[config.mk]
export PLATFORM = sky130hd
export DESIGN_NAME = p0io_port
export DESIGN_NICKNAME = d
export VERILOG_FILES = /design/src/design/p0io_sync.v /design/src/design/p0io_port.v
export VERILOG_INCLUDE_DIRS = /design/src /design/src/common
export SDC_FILE = /design/constraint.sdc
export NUM_CORES = 1
export LEC_CHECK = 0
export BUFFER_PORTS_ARGS = -buffer_cell sky130_fd_sc_hd__buf_4
export CAP_MARGIN = 20
export CORE_UTILIZATION = 40
export DETAILED_ROUTE_END_ITERATION = 12
export GPL_TIMING_DRIVEN = 0
export PLACE_DENSITY_LB_ADDON = 0.15
export SYNTH_ARGS = -nofsm -noshare
export SYNTH_HDL_FRONTEND = slang
export SYNTH_SLANG_ARGS = --single-unit
[constraint.sdc]
create_clock -name pclk -period 1.9 [get_ports pclk]
set_input_delay 0.38 -clock pclk [delete_from_list [all_inputs] [get_ports pclk]]
set_output_delay 0.38 -clock pclk [all_outputs]
set_load 0.01 [all_outputs]
[src/common/p0io_defines.vh]
// Constants for the port 0 I/O block: offsets, field positions, reset values
// What this block does
// (RULE1) Each pin has an output latch written via data register, drives pin when output.
// (RULE2) Each pin's direction set independently by its own direction register bit.
// (RULE3) Pull-up active only for input-mode pins whose pull-up select bit is set.
// (RULE4) Pins carry timer I/O, external interrupt inputs and serial chip-select input.
// (RULE5) Alt switch register routes extra timer input/output onto first pin only.
// (RULE6) Any reset sets every direction bit to input.
// (RULE7) Software clears direction bit 1 after reset on the small package variant.
// (RULE8) Data read returns pin level for inputs, latch contents for outputs.
`ifndef P0IO_DEFINES_VH
`define P0IO_DEFINES_VH

// ==========================================================================
// Register byte offsets on APB
`define P0IO_OFS_DATA 12'h000
`define P0IO_OFS_DIR 12'h004
`define P0IO_OFS_PULLUP 12'h008
`define P0IO_OFS_ALTSW 12'h00c

// ==========================================================================
// Widths and reset values
`define P0IO_NPINS 3
`define P0IO_DIR_RST 3'h7
`define P0IO_DATA_RST 3'h0
`define P0IO_PULLUP_RST 3'h0
`define P0IO_ALTSW_RST 2'h0

// ==========================================================================
// Alt switch fields
`define P0IO_ALTSW_TOUT_BIT 0
`define P0IO_ALTSW_TIN_BIT 1

// ==========================================================================
// Pin indices
`define P0IO_PIN_FIRST 0
`define P0IO_PIN_SECOND 1
`define P0IO_PIN_THIRD 2

`endif

[src/design/p0io_sync.v]
// Two-flop synchroniser for the port pin inputs
`timescale 1ns/100ps
module p0io_sync (
  input wire pclk,
  input wire presetn,
  input wire [2:0] d,
  output reg [2:0] q
);
  reg [2:0] meta_q;

  always @(posedge pclk or negedge presetn) begin
    if (!presetn) begin
      meta_q <= 3'h0;
      q <= 3'h0;
    end else begin
      meta_q <= d;
      q <= meta_q;
    end
  end
endmodule

[src/design/p0io_port.v]
// Port 0 three-pin GPIO with pull-ups, alternate functions and APB registers
`timescale 1ns/100ps
`include "p0io_defines.vh"
module p0io_port (
  input wire pclk,
  input wire presetn,
  input wire psel,
  input wire penable,
  input wire pwrite,
  input wire [11:0] paddr,
  input wire [31:0] pwdata,
  input wire [3:0] pstrb,
  output reg [31:0] prdata,
  output reg pready,
  output reg pslverr,
  input wire [2:0] pin_in,
  output reg [2:0] pin_out,
  output reg [2:0] pin_oe,
  output reg [2:0] pin_pullup_en,
  input wire timer_wave_out,
  input wire timer_h_out,
  input wire [2:0] alt_out_en,
  output reg timer_capture_in_a,
  output reg timer_capture_in_b,
  output reg ext_irq_in_a,
  output reg ext_irq_in_b,
  output reg serial_select_in,
  output reg timer_eight_bit_in
);

  // ========================================================================
  // Registers
  reg [2:0] port_data_reg_q;
  reg [2:0] port_direction_reg_q;
  reg [2:0] pullup_select_reg_q;
  reg [1:0] alt_function_switch_reg_q;
  wire [2:0] pin_sync;

  // ========================================================================
  // Pin input synchroniser
  // Pins change with no regard to pclk, so only the second flop is ever read
  p0io_sync u_sync (
    .pclk(pclk),
    .presetn(presetn),
    .d(pin_in),
    .q(pin_sync)
  );

  // ========================================================================
  // Address decode
  // One-hot register select: data, direction, pull-up, alt switch
  function [3:0] reg_onehot;
    input [11:0] a;
    begin
      reg_onehot = 4'h0;
      case (a)
        `P0IO_OFS_DATA: reg_onehot = 4'h1;
        `P0IO_OFS_DIR: reg_onehot = 4'h2;
        `P0IO_OFS_PULLUP: reg_onehot = 4'h4;
        `P0IO_OFS_ALTSW: reg_onehot = 4'h8;
        default: reg_onehot = 4'h0;
      endcase
    end
  endfunction

  function mapped;
    input [11:0] a;
    begin
      mapped = |reg_onehot(a);
    end
  endfunction

  // Inputs show the synchronised pin, outputs the latch
  function [2:0] pin_view;
    input [2:0] dir;
    input [2:0] pin;
    input [2:0] latch;
    begin
      pin_view = (dir & pin) | (~dir & latch);
    end
  endfunction

  // ========================================================================
  // APB slave: zero wait states, error on unmapped address
  wire setup_ph;
  wire acc;
  wire wr;
  wire [3:0] hit;
  wire [3:0] wr_sel;
  reg [31:0] rd_d;

  assign setup_ph = psel && !penable;
  assign acc = psel && penable;
  assign hit = reg_onehot(paddr);
  // Only byte lane 0 holds register bits, so the other strobes are ignored
  assign wr = acc && pwrite && pstrb[0] && mapped(paddr);
  assign wr_sel = wr ? hit : 4'h0;

  always @* begin
    rd_d = 32'h0;
    case (hit)
      4'h1: rd_d[2:0] = pin_view(port_direction_reg_q, pin_sync, port_data_reg_q); // RULE8
      4'h2: rd_d[2:0] = port_direction_reg_q;
      4'h4: rd_d[2:0] = pullup_select_reg_q;
      4'h8: rd_d[1:0] = alt_function_switch_reg_q;
      default: rd_d = 32'h0;
    endcase
  end

  always @(posedge pclk or negedge presetn) begin
    if (!presetn) begin
      prdata <= 32'h0;
      pready <= 1'b0;
      pslverr <= 1'b0;
    end else begin
      // The answer always follows the setup edge by one cycle
      pready <= setup_ph;
      pslverr <= setup_ph && !mapped(paddr);
      // Captured at the setup edge: a read shows the registers of that moment
      if (setup_ph && !pwrite) begin
        prdata <= rd_d;
      end
    end
  end

  // ========================================================================
  // Output latch
  always @(posedge pclk or negedge presetn) begin
    if (!presetn) begin
      port_data_reg_q <= `P0IO_DATA_RST;
    end else begin
      if (wr_sel[0]) begin
        port_data_reg_q <= pwdata[2:0]; // RULE1
      end
    end
  end

  // ========================================================================
  // Direction register; a set bit makes the pin an input
  always @(posedge pclk or negedge presetn) begin
    if (!presetn) begin
      port_direction_reg_q <= `P0IO_DIR_RST; // RULE6
    end else begin
      if (wr_sel[1]) begin
        // Software must clear bit 1 after reset on the small package
        port_direction_reg_q <= pwdata[2:0]; // RULE2
      end
    end
  end

  // ========================================================================
  // Pull-up select register
  always @(posedge pclk or negedge presetn) begin
    if (!presetn) begin
      pullup_select_reg_q <= `P0IO_PULLUP_RST;
    end else begin
      if (wr_sel[2]) begin
        pullup_select_reg_q <= pwdata[2:0]; // RULE3
      end
    end
  end

  // ========================================================================
  // Alternate-function switch register
  always @(posedge pclk or negedge presetn) begin
    if (!presetn) begin
      alt_function_switch_reg_q <= `P0IO_ALTSW_RST;
    end else begin
      if (wr_sel[3]) begin
        alt_function_switch_reg_q <= pwdata[1:0]; // RULE5
      end
    end
  end

  // ========================================================================
  // Pin drive
  reg [2:0] out_d;
  reg [2:0] oe_d;
  reg [2:0] pull_d;
  reg tin_d;

  always @* begin
    out_d = port_data_reg_q; // RULE1
    oe_d = ~port_direction_reg_q; // RULE2
    // No pull-up while the pin drives, whatever the select bit says
    pull_d = port_direction_reg_q & pullup_select_reg_q; // RULE3
    tin_d = pin_sync[`P0IO_PIN_FIRST] &
            alt_function_switch_reg_q[`P0IO_ALTSW_TIN_BIT]; // RULE5
    // Alternate outputs replace the latch; they reach the pin only in output mode
    if (alt_out_en[`P0IO_PIN_SECOND]) begin
      out_d[`P0IO_PIN_SECOND] = timer_wave_out; // RULE4
    end
    if (alt_out_en[`P0IO_PIN_FIRST] && alt_function_switch_reg_q[`P0IO_ALTSW_TOUT_BIT]) begin
      out_d[`P0IO_PIN_FIRST] = timer_h_out; // RULE5
    end
  end

  always @(posedge pclk or negedge presetn) begin
    if (!presetn) begin
      pin_out <= 3'h0;
      pin_oe <= 3'h0;
      pin_pullup_en <= 3'h0;
    end else begin
      pin_out <= out_d;
      pin_oe <= oe_d;
      pin_pullup_en <= pull_d;
    end
  end

  // ========================================================================
  // Alternate inputs
  always @(posedge pclk or negedge presetn) begin
    if (!presetn) begin
      timer_capture_in_a <= 1'b0;
      timer_capture_in_b <= 1'b0;
      ext_irq_in_a <= 1'b0;
      ext_irq_in_b <= 1'b0;
      serial_select_in <= 1'b0;
      timer_eight_bit_in <= 1'b0;
    end else begin
      // Alternate inputs see the synchronised pin level; timer_eight_bit_in only while the alt switch input bit is set
      timer_capture_in_a <= pin_sync[`P0IO_PIN_FIRST]; // RULE4
      ext_irq_in_a <= pin_sync[`P0IO_PIN_FIRST];
      timer_capture_in_b <= pin_sync[`P0IO_PIN_SECOND];
      serial_select_in <= pin_sync[`P0IO_PIN_THIRD];
      ext_irq_in_b <= pin_sync[`P0IO_PIN_THIRD];
      timer_eight_bit_in <= tin_d; // RULE5
    end
  end
endmodule

**Yosys cells after proc, flatten, opt, wreduce, memory -nomap -nowiden**

Index checks and enable logic that the tools add are counted.

- Flip-flop bits (word level): 35
- Output and inout port bits: 49
- Word-level logic and storage cells: 48

- Equality and inequality tests: 7
- Muxes and demuxes: 6
- Bitwise logic cells: 6
- Reduce and logical (&&, ||, !) cells: 13

Operator list:

| cell | number |
|---|---|
| 12-bit by 4-bit equality test with 1-bit output, second input constant | 2 |
| 4-bit case mux with 4 select lines | 1 |
| 12-bit by 3-bit equality test with 1-bit output, second input constant | 1 |
| 12-bit zero test | 1 |
| 3-bit bitwise AND | 3 |
| 1-bit logical AND | 8 |
| 2-bit case mux with 4 select lines | 1 |
| 4-bit by 1-bit equality test with 1-bit output, second input constant | 1 |
| 4-bit by 2-bit equality test with 1-bit output, second input constant | 1 |
| 4-bit by 3-bit equality test with 1-bit output, second input constant | 1 |
| 4-bit equality test, second input constant | 1 |
| 4-bit 2-to-1 mux | 1 |
| 4-bit OR reduction | 1 |
| 1-bit zero test | 3 |
| 3-bit NOT | 1 |
| 3-bit OR | 1 |
| 1-bit case mux with 3 select lines | 1 |
| 1-bit 2-to-1 mux | 2 |
| 1-bit bitwise AND | 1 |

**Depth between registers and ports, before layout**

Gate-level depths: netlist of the first run.

- Depth after elaboration: 5
- Mapped depth: 5
- Mapped depth without buffers: 4

**Modules after synthesis**

From an unflattened synthesis of the first run, not the netlist that was laid out.

- Cells, all modules: 114
- Area, all modules: 1,551.5 µm²

By module, submodules not included:

| module | instances | cells each | area each (µm²) |
|---|---|---|---|
| p0io_port | 1 | 108 | 1,401.3 |
| p0io_sync | 1 | 6 | 150.1 |

**Least setup slack after synthesis of the first run**

No wires, ideal clock.

- Path type: in2reg
- Start: input paddr[5]
- End: register port_data_reg_q[0]
- Setup time: 125 ps
- Data arrival time: 1,928 ps
- Data required time: 1,775 ps
- Slack: -153 ps
- Cell stages on the path: 4
- Cells stage by stage: or4_1 -> or3_4 -> nor4_4 -> mux2_2

- Longest elaborated chain between the ends: 5
- Elaborated cells on any way between the ends: 8
- Those cells by class: 3 x eq/ne; 2 x mux; 3 x reduce/logical

RTL lines:

| item | line | text |
|---|---|---|
| from (decl) | p0io_port.v:10 | `input wire [11:0] paddr,` |
| 12-bit by 4-bit equality test with 1-bit output, or another cell as far along | p0io_port.v:56 | `case (a)` |
| 4-bit case mux with 4 select lines * | p0io_port.v:56 |  |
| 4-bit OR reduction | p0io_port.v:69 | `mapped = \|reg_onehot(a);` |
| 1-bit logical AND | p0io_port.v:96 | `assign wr = acc && pwrite && pstrb[0] && mapped(paddr);` |
| 4-bit 2-to-1 mux * | p0io_port.v:97 | `assign wr_sel = wr ? hit : 4'h0;` |
| to (signal assigned) | p0io_port.v:130 | `` port_data_reg_q <= `P0IO_DATA_RST; `` |
| to (signal assigned) | p0io_port.v:133 | `port_data_reg_q <= pwdata[2:0];` |
| to (decl) | p0io_port.v:33 | `reg [2:0] port_data_reg_q;` |

Every way passes the cells marked *; elsewhere a longest branch is shown, timed or not.
A chain may end at the register's enable or synchronous reset.

**Final worst setup path of the first run**

- Start: input paddr[10]
- End: register port_data_reg_q[2]

Same word-level chain as after synthesis.

==> summary.txt, run 1 <==
Clock tree
  – Worst-path clk slew: 0.07 ns
  – Deepest clock path buffer count: 2
  – TritonCTS Buffers: 5
  – CTS Sinks: 35
  – CTS tree: done
  – Clk root buf: clkbuf_8
  – H-tree depth: 2
  – Clk_lat worst skew: 0.28 ns
  – Post-CTS Hold Buffers: 0

Logic synthesis
  – Post-synth top area cell: dfrtp_1
  – Most used DFF post-synth: dfrtp_1
  – Yosys Warn Count: 0
  – Synthesized area: 1560 µm²
  – Yosys top cell area share: 51.4%
  – #FFs+latches synth: 35
  – Synthesized area per cell: 13.6 µm²
  – Syn Inst Count: 115
  – EDFF count, synth: 0
  – Sequential area share after synthesis: 56.4%
  – Synth area leaders: dfrtp_1 51%, buf_4 15%, mux2_2 11%, dfstp_2 5.1%, mux4_2 2.9%
  – Synth unique cells: 26
  – Fraction of registers with async set or reset after synthesis: 100%

Flow run
  – MaxCap Viol Count: 0

Worst setup path
  – R2R Setup Slk: 0.22 ns
  – Worst R2R End: prdata[0]
  – Worst Setup SP: paddr[10]
  – Worst reg2reg path depth: 3
  – CP endpoint: port_data_reg_q[2]
  – Worst-path cell chain: buf_6, or4_4, or3_4, nor4_4, buf_4, mux2_4
  – RR Startpoint: port_direction_reg_q[0]
  – Kind of critical path: input port to flop
  – Data arrival, critical path: 2.10 ns
  – CP max-delay cell: or4_4
  – Critical path peak fanout: 3
  – CP Launch Type: input port
  – CP peak stage delay: 0.52 ns
  – Crit end category: flop
  – Required time worst endpoint: 2.06 ns

Route
  – First-pass iteration count of the detailed router: 3
  – Routed vias/inst: 4.10
  – DRT Wirelength: 2.63 mm
  – Final ANT Viol Nets: 0
  – Starting DRT DRC Count: 40
  – DRC: 0
  – Vias: 1004
  – Drt wl/cell: 10.7 µm

Timing
  – Final setup fails: 3
  – Setup slack after layout: -0.0428 ns
  – Number of hold violations in the final report: 0
  – RSZ-0062 raised after global routing: true
  – Pins over their slew limit: 0
  – Fmax: 515 MHz
  – Clock period minus worst slack: 1.94 ns
  – Worst Clk Skew: 0.00386 ns
  – Fin crit share: 102%

Layout
  – Area grow syn2layout: 42.2%
  – Most frequent cells in the layout: 75 x buf_4, 32 x dfrtp_1, 29 x conb_1
  – Final Core Density: 60.1%
  – NumNets Final: 258
  – Design area: 2220 µm²
  – Fillcell total: 320
  – Share of layout cells above drive strength 1: 57.4%
  – Final std cells w/o fill: 245
  – Antenna diodes: 0
  – Commonest non-fill, non-tap cell in the layout: buf_4

Power
  – Total Power: 1.57 mW
  – Internal power: 1.24 mW
  – NetSw: 0.328 mW
  – Maximum VDD drop: 0.000395 V
  – Switching part of the total: 20.9%
  – Seq pwr share: 48.6%
  – Power density cells: 708 nW/µm²
  – Clk pwr share: 40.1%
  – Part of the power in combinational logic: 11.2%
  – Leak: 1.15 nW

GRT
  – Overflow after GRT: 0
  – First-pass GRT wire length: 4.09 mm
  – Number of global-route vias before repair: 885
  – GRT Overall Usage: 13.5%
  – Initial antenna violation count: 0
  – Largest net degree at the start of global routing: 36

Min path
  – Worst Hold Class: input port to asynchronous set/reset pin

Floorplan
  – Die W: 64.4 µm
  – Die area: 4150 µm²
  – Die Y: 64.4 µm
  – Starting Density: 42.3%
  – Core area: 3690 µm²
  – # rows: 22
  – IO Pins: 110

Place
  – Placement Cell Area: 2060 µm²
  – Placed cells: 236
  – PortBufs: 45
  – DP HPWL: 1.99 mm
  – Placer Congestion: 0.739
  – Dpl ws: -0.416 ns

Status
  – Failing checks: setup timing
  – Outcome: finished, violations left
==> critical path: cells and delay by family <==
family / cells / cell delay, ns
AND/OR/NAND/NOR: 3 / 1.14
multiplexers: 1 / 0.30
buffers and inverters: 2 / 0.28
==> worst min-delay path by stage <==
stage | startpoint | endpoint | slack [ns] | cells after the start
finish | presetn | timer_capture_in_b | 0.03 | 1
global route | presetn | timer_capture_in_b | 0.06 | 1
CTS | presetn | timer_capture_in_b | 0.04 | 1
global placement | u_sync.meta_q[2] | u_sync.q[2] | 0.33 | 0
floorplan | presetn | alt_function_switch_reg_q[0] | 0.08 | 0
detailed placement | u_sync.meta_q[0] | u_sync.q[0] | 0.34 | 0
==> per-stage QoR <==
stage / hold slack [ns] / TNS [ns]
finish: 0.0333 / -0.113
floorplan: 0.0844 / -0.458
global placement: 0.333 / -3.56
detailed placement: 0.336 / -3.44
global route: 0.0619 / -0.554
CTS: 0.0443 / -0.236
==> area by class of cell <==
class	count	area (µm²)	area share (%)
Sequential cell	35	880	39.7
Clock inverter	2	37.5	1.69
Clock buffer	5	68.8	3.10
Buffer	33	260	11.7
Inverter	3	11.3	0.508
Timing Repair Buffer	47	368	16.6
Tap cell	48	60.1	2.71
Multi-Input combinational cell	72	532	24.0
==> power groups by stage <==
| stage | registers [mW] | clock network [mW] | logic (mW) |
|---|---|---|---|
| after floorplan | 0.780 | 0 | 0.0951 |
| after global placement | 0.777 | 0 | 0.168 |
| after detailed placement | 0.777 | 0 | 0.170 |
| after CTS | 0.764 | 0.647 | 0.173 |
| after global routing | 0.765 | 0.686 | 0.192 |
| final | 0.763 | 0.630 | 0.176 |
==> layer usage <==
layer  GRT usage (%)  up-vias  share of wire (%)
li1                -      493                  -
met2            22.6       42                 52
met1            15.1      465                 38
met3            4.40        4                7.6
met4            7.50        0                1.9
met5               0        -                  0
==> synthesized netlist by cell type, types with 2 or more instances <==
cell       n
mux4_2     2
nor2_1     2
inv_1      3
nand3b_1   2
dfrtp_1   32
buf_4     32
a22o_1     3
or4_1      2
mux2_2    15
dfstp_2    3
and2_1     4
==> state kept, by name, summed over array words and instances (netlist names), 2 cells and up <==
register	flops
pin_out	3
pin_oe	3
port_direction_reg_q	3
port_data_reg_q	3
alt_function_switch_reg_q	2
u_sync.q	3
prdata	3
pullup_select_reg_q	3
u_sync.meta_q	3
pin_pullup_en	3
==> timing repair <==
action                                  in CTS  in global routing
gates resized for setup                      6                  3
setup buffers                                2                  0
endpoints found under the setup margin       6                 11
gates cloned                                 0                  0
pin swaps                                    3                  3
==> kinds of logic (layout without fill, tap and decap cells) <==
group	after synthesis	count (layout)	synth area share [%]
AOI/OAI and AO/OA	5	5	2.57
muxes	17	17	13.7
other	1	29	0.241
DFF	35	35	56.4
buffers and inverters	36	90	17.4
and+or+nand+nor	21	21	9.63
Note: power is estimated with default switching activity, not from simulation.
==> run 2, diff against run 1 <==
Settings changed: ABC_CLOCK_PERIOD_IN_PS set to 1900, SYNTH_HIERARCHICAL set to 1.
==> run 2 against run 1 <==
The run now ends clean. Clock power about the same. Setup slack better by 0.079 ns. Area after synthesis down 0.48%. Clock skew up 0.0021 ns. Via count up 1.2%. Largest cell class unchanged. Sequential share of layout area up 0.41 points. Largest power group unchanged. Utilization down 0.61 points. Fmax up 4.2%. Combinational power down 2%. Highest routed layer unchanged. Final cell count down 0.41%. Register-to-register slack about the same.
==> summary.txt, run 2 <==
Status
  – Outcome: finished clean

Min path
  – Worst Hold Class: input port to asynchronous set/reset pin

Route
  – Starting DRT DRC Count: 16
  – Drt wl/cell: 10.7 µm
  – Final ANT Viol Nets: 0
  – DRT Wirelength: 2.62 mm
  – DRC: 0
  – First-pass iteration count of the detailed router: 4
  – Routed vias/inst: 4.16
  – Vias: 1016

Logic synthesis
  – Synthesized area per cell: 13.6 µm²
  – Most numerous cell in the Yosys netlist: dfrtp_1
  – Most used DFF post-synth: dfrtp_1
  – Syn Inst Count: 114
  – Top post-synthesis cells by count: 32 x dfrtp_1, 31 x buf_4, 15 x mux2_2
  – Synth unique cells: 26
  – Largest family of logic cells by synthesized area: buffers and inverters
  – EDFF count, synth: 0
  – Yosys top cell area share: 51.6%
  – Fraction of registers with async set or reset after synthesis: 100%
  – Synth area leaders: dfrtp_1 52%, buf_4 15%, mux2_2 11%, dfstp_2 5.1%, mux4_2 2.9%
  – Multiplexer share of the synthesized area: 13.8%
  – Sequential area share after synthesis: 56.7%
  – Post-synthesis xor/xnor area fraction: 0%
  – Post-synthesis adder-cell area fraction: 0%
  – Post-Synth Simple-Gate Area: 9.52%
  – Post-synth top area cell: dfrtp_1
  – Synth Area in Compound Gates: 3.47%
  – Yosys Warn Count: 6
  – Synthesized area: 1550 µm²
  – #FFs+latches synth: 35

Layout
  – Most frequent cells in the layout: 76 x buf_4, 32 x dfrtp_1, 29 x conb_1
  – Commonest non-fill, non-tap cell in the layout: buf_4
  – Share of layout cells above drive strength 1: 57.1%
  – NumNets Final: 257
  – Design area: 2190 µm²
  – Final Core Density: 59.5%
  – Antenna diodes: 0
  – Area grow syn2layout: 41.5%

Timing
  – RSZ-0062 raised after global routing: true
  – Fmax: 536 MHz
  – Number of hold violations in the final report: 0
  – Worst Clk Skew: 0.00600 ns
  – Clock period minus worst slack: 1.86 ns
  – Fin crit share: 98.1%
  – Setup TNS: 0 ns
  – Pins over their slew limit: 0
  – Final setup fails: 0

Place
  – Placement Cell Area: 2060 µm²
  – DP HPWL: 2.08 mm
  – Placer Congestion: 0.758
  – PortBufs: 46

Power
  – NetSw: 0.329 mW
  – Switching part of the total: 21.0%
  – Maximum VDD drop: 0.000543 V
  – Seq pwr share: 48.8%
  – Leak: 1.15 nW
  – Part of the power in combinational logic: 11.0%
  – Total Power: 1.57 mW
  – Power density cells: 714 nW/µm²
  – Clk pwr share: 40.3%
  – Internal power: 1.24 mW

Worst setup path
  – Required time worst endpoint: 2.07 ns
  – Kind of critical path: input port to flop
  – Critical path peak fanout: 3
  – CP max-delay cell: or4_4
  – Worst-path cell chain: buf_6, or4_4, nor4_4, nor3b_4, mux2_4
  – Data arrival, critical path: 2.03 ns
  – CP peak stage delay: 0.56 ns
  – Crit end category: flop
  – R2R Setup Slk: 0.22 ns
  – CP Launch Type: input port

Clock tree
  – Clk_lat worst skew: 0.29 ns
  – Post-CTS Hold Buffers: 0
  – Worst-path clk slew: 0.07 ns
  – Clk root buf: clkbuf_8
  – CTS Sinks: 35
  – TritonCTS Buffers: 5
  – H-tree depth: 2
  – Deepest clock path buffer count: 2
  – CTS tree: done

Floorplan
  – Die W: 64.3 µm
  – Core area: 3690 µm²
  – # rows: 22
  – Starting Density: 42.1%
  – IO Pins: 110
  – Die Y: 64.3 µm
  – Die area: 4130 µm²

GRT
  – Number of global-route vias before repair: 949
  – Overflow after GRT: 0
  – Initial antenna violation count: 0
  – First-pass GRT wire length: 4.16 mm
  – Largest net degree at the start of global routing: 36
  – GRT Overall Usage: 13.9%

Flow run
  – MaxCap Viol Count: 0
run 2: cell families (layout without fill, tap and decap cells):
logic type      Yosys count  after routing
buf+inv                  36             90
flops                    35             35
simple gates             18             18
mux                      17             17
compound gates            7              7
other cells               1             29
run 2: metrics by stage:
stage          hold WS, ns  setup WS, ns  std cells
2_1_floorplan       0.0844       -0.0722        142
3_3_place_gp         0.334        -0.341        236
3_5_place_dp         0.336        -0.346        236
4_1_cts             0.0356        0.0187        244
5_1_grt             0.0529       -0.0355        244
6_report            0.0291        0.0359        244
run 2: cell type report:
class | count | area, µm²
repair buffers | 47 | 360
clock inverters | 2 | 37.5
well taps | 48 | 60.1
flip-flops and latches | 35 | 880
inverters | 4 | 15.0
plain buffers | 32 | 238
clock buffers | 5 | 68.8
multi-input cells | 71 | 536
fillers | 309 | 1490
run 2: routing by layer:
layer | share of wire (%) | GRT usage, % | vias up | routed length (µm)
li1 | - | - | 489 | -
met1 | 36 | 14.0 | 467 | 935
met2 | 51 | 24.3 | 55 | 1330
met3 | 12 | 6.96 | 5 | 316
met4 | 1.4 | 5.00 | 0 | 37
met5 | 0 | 0 | - | 0
run 2: repair_timing:
action,in CTS,in global routing
setup buffers,1,0
endpoints found under the setup margin,3,3
gates resized for setup,0,5
hold endpoints to repair,0,0
pin swaps,1,2
cloned,0,0
run 2: final timing paths:
check,from,cells past startpoint,to
min in group pclk,pin_in[0],1,u_sync/meta_q[0]
max in group asynchronous,presetn,1,port_direction_reg_q[2]
worst max-delay path,paddr[6],5,port_data_reg_q[2]
worst max register to register,port_direction_reg_q[0],3,prdata[0]
worst min register to register,u_sync/meta_q[2],0,u_sync/q[2]
worst min-delay path,presetn,1,timer_eight_bit_in
run 2: power by group through the flow:
stage          sequential (mW)  clock (mW)  combinational [mW]
2_1_floorplan            0.780           0              0.0908
3_3_place_gp             0.777           0               0.167
6_report                 0.764       0.630               0.172
4_1_cts                  0.764       0.651               0.170
5_1_grt                  0.764       0.685               0.188
3_5_place_dp             0.778           0               0.170
run 2: critical path: cells and delay by family:
| family | cells | cell delay (ns) |
|---|---|---|
| buf+inv | 1 | 0.09 |
| mux | 1 | 0.33 |
| simple gates | 3 | 1.23 |
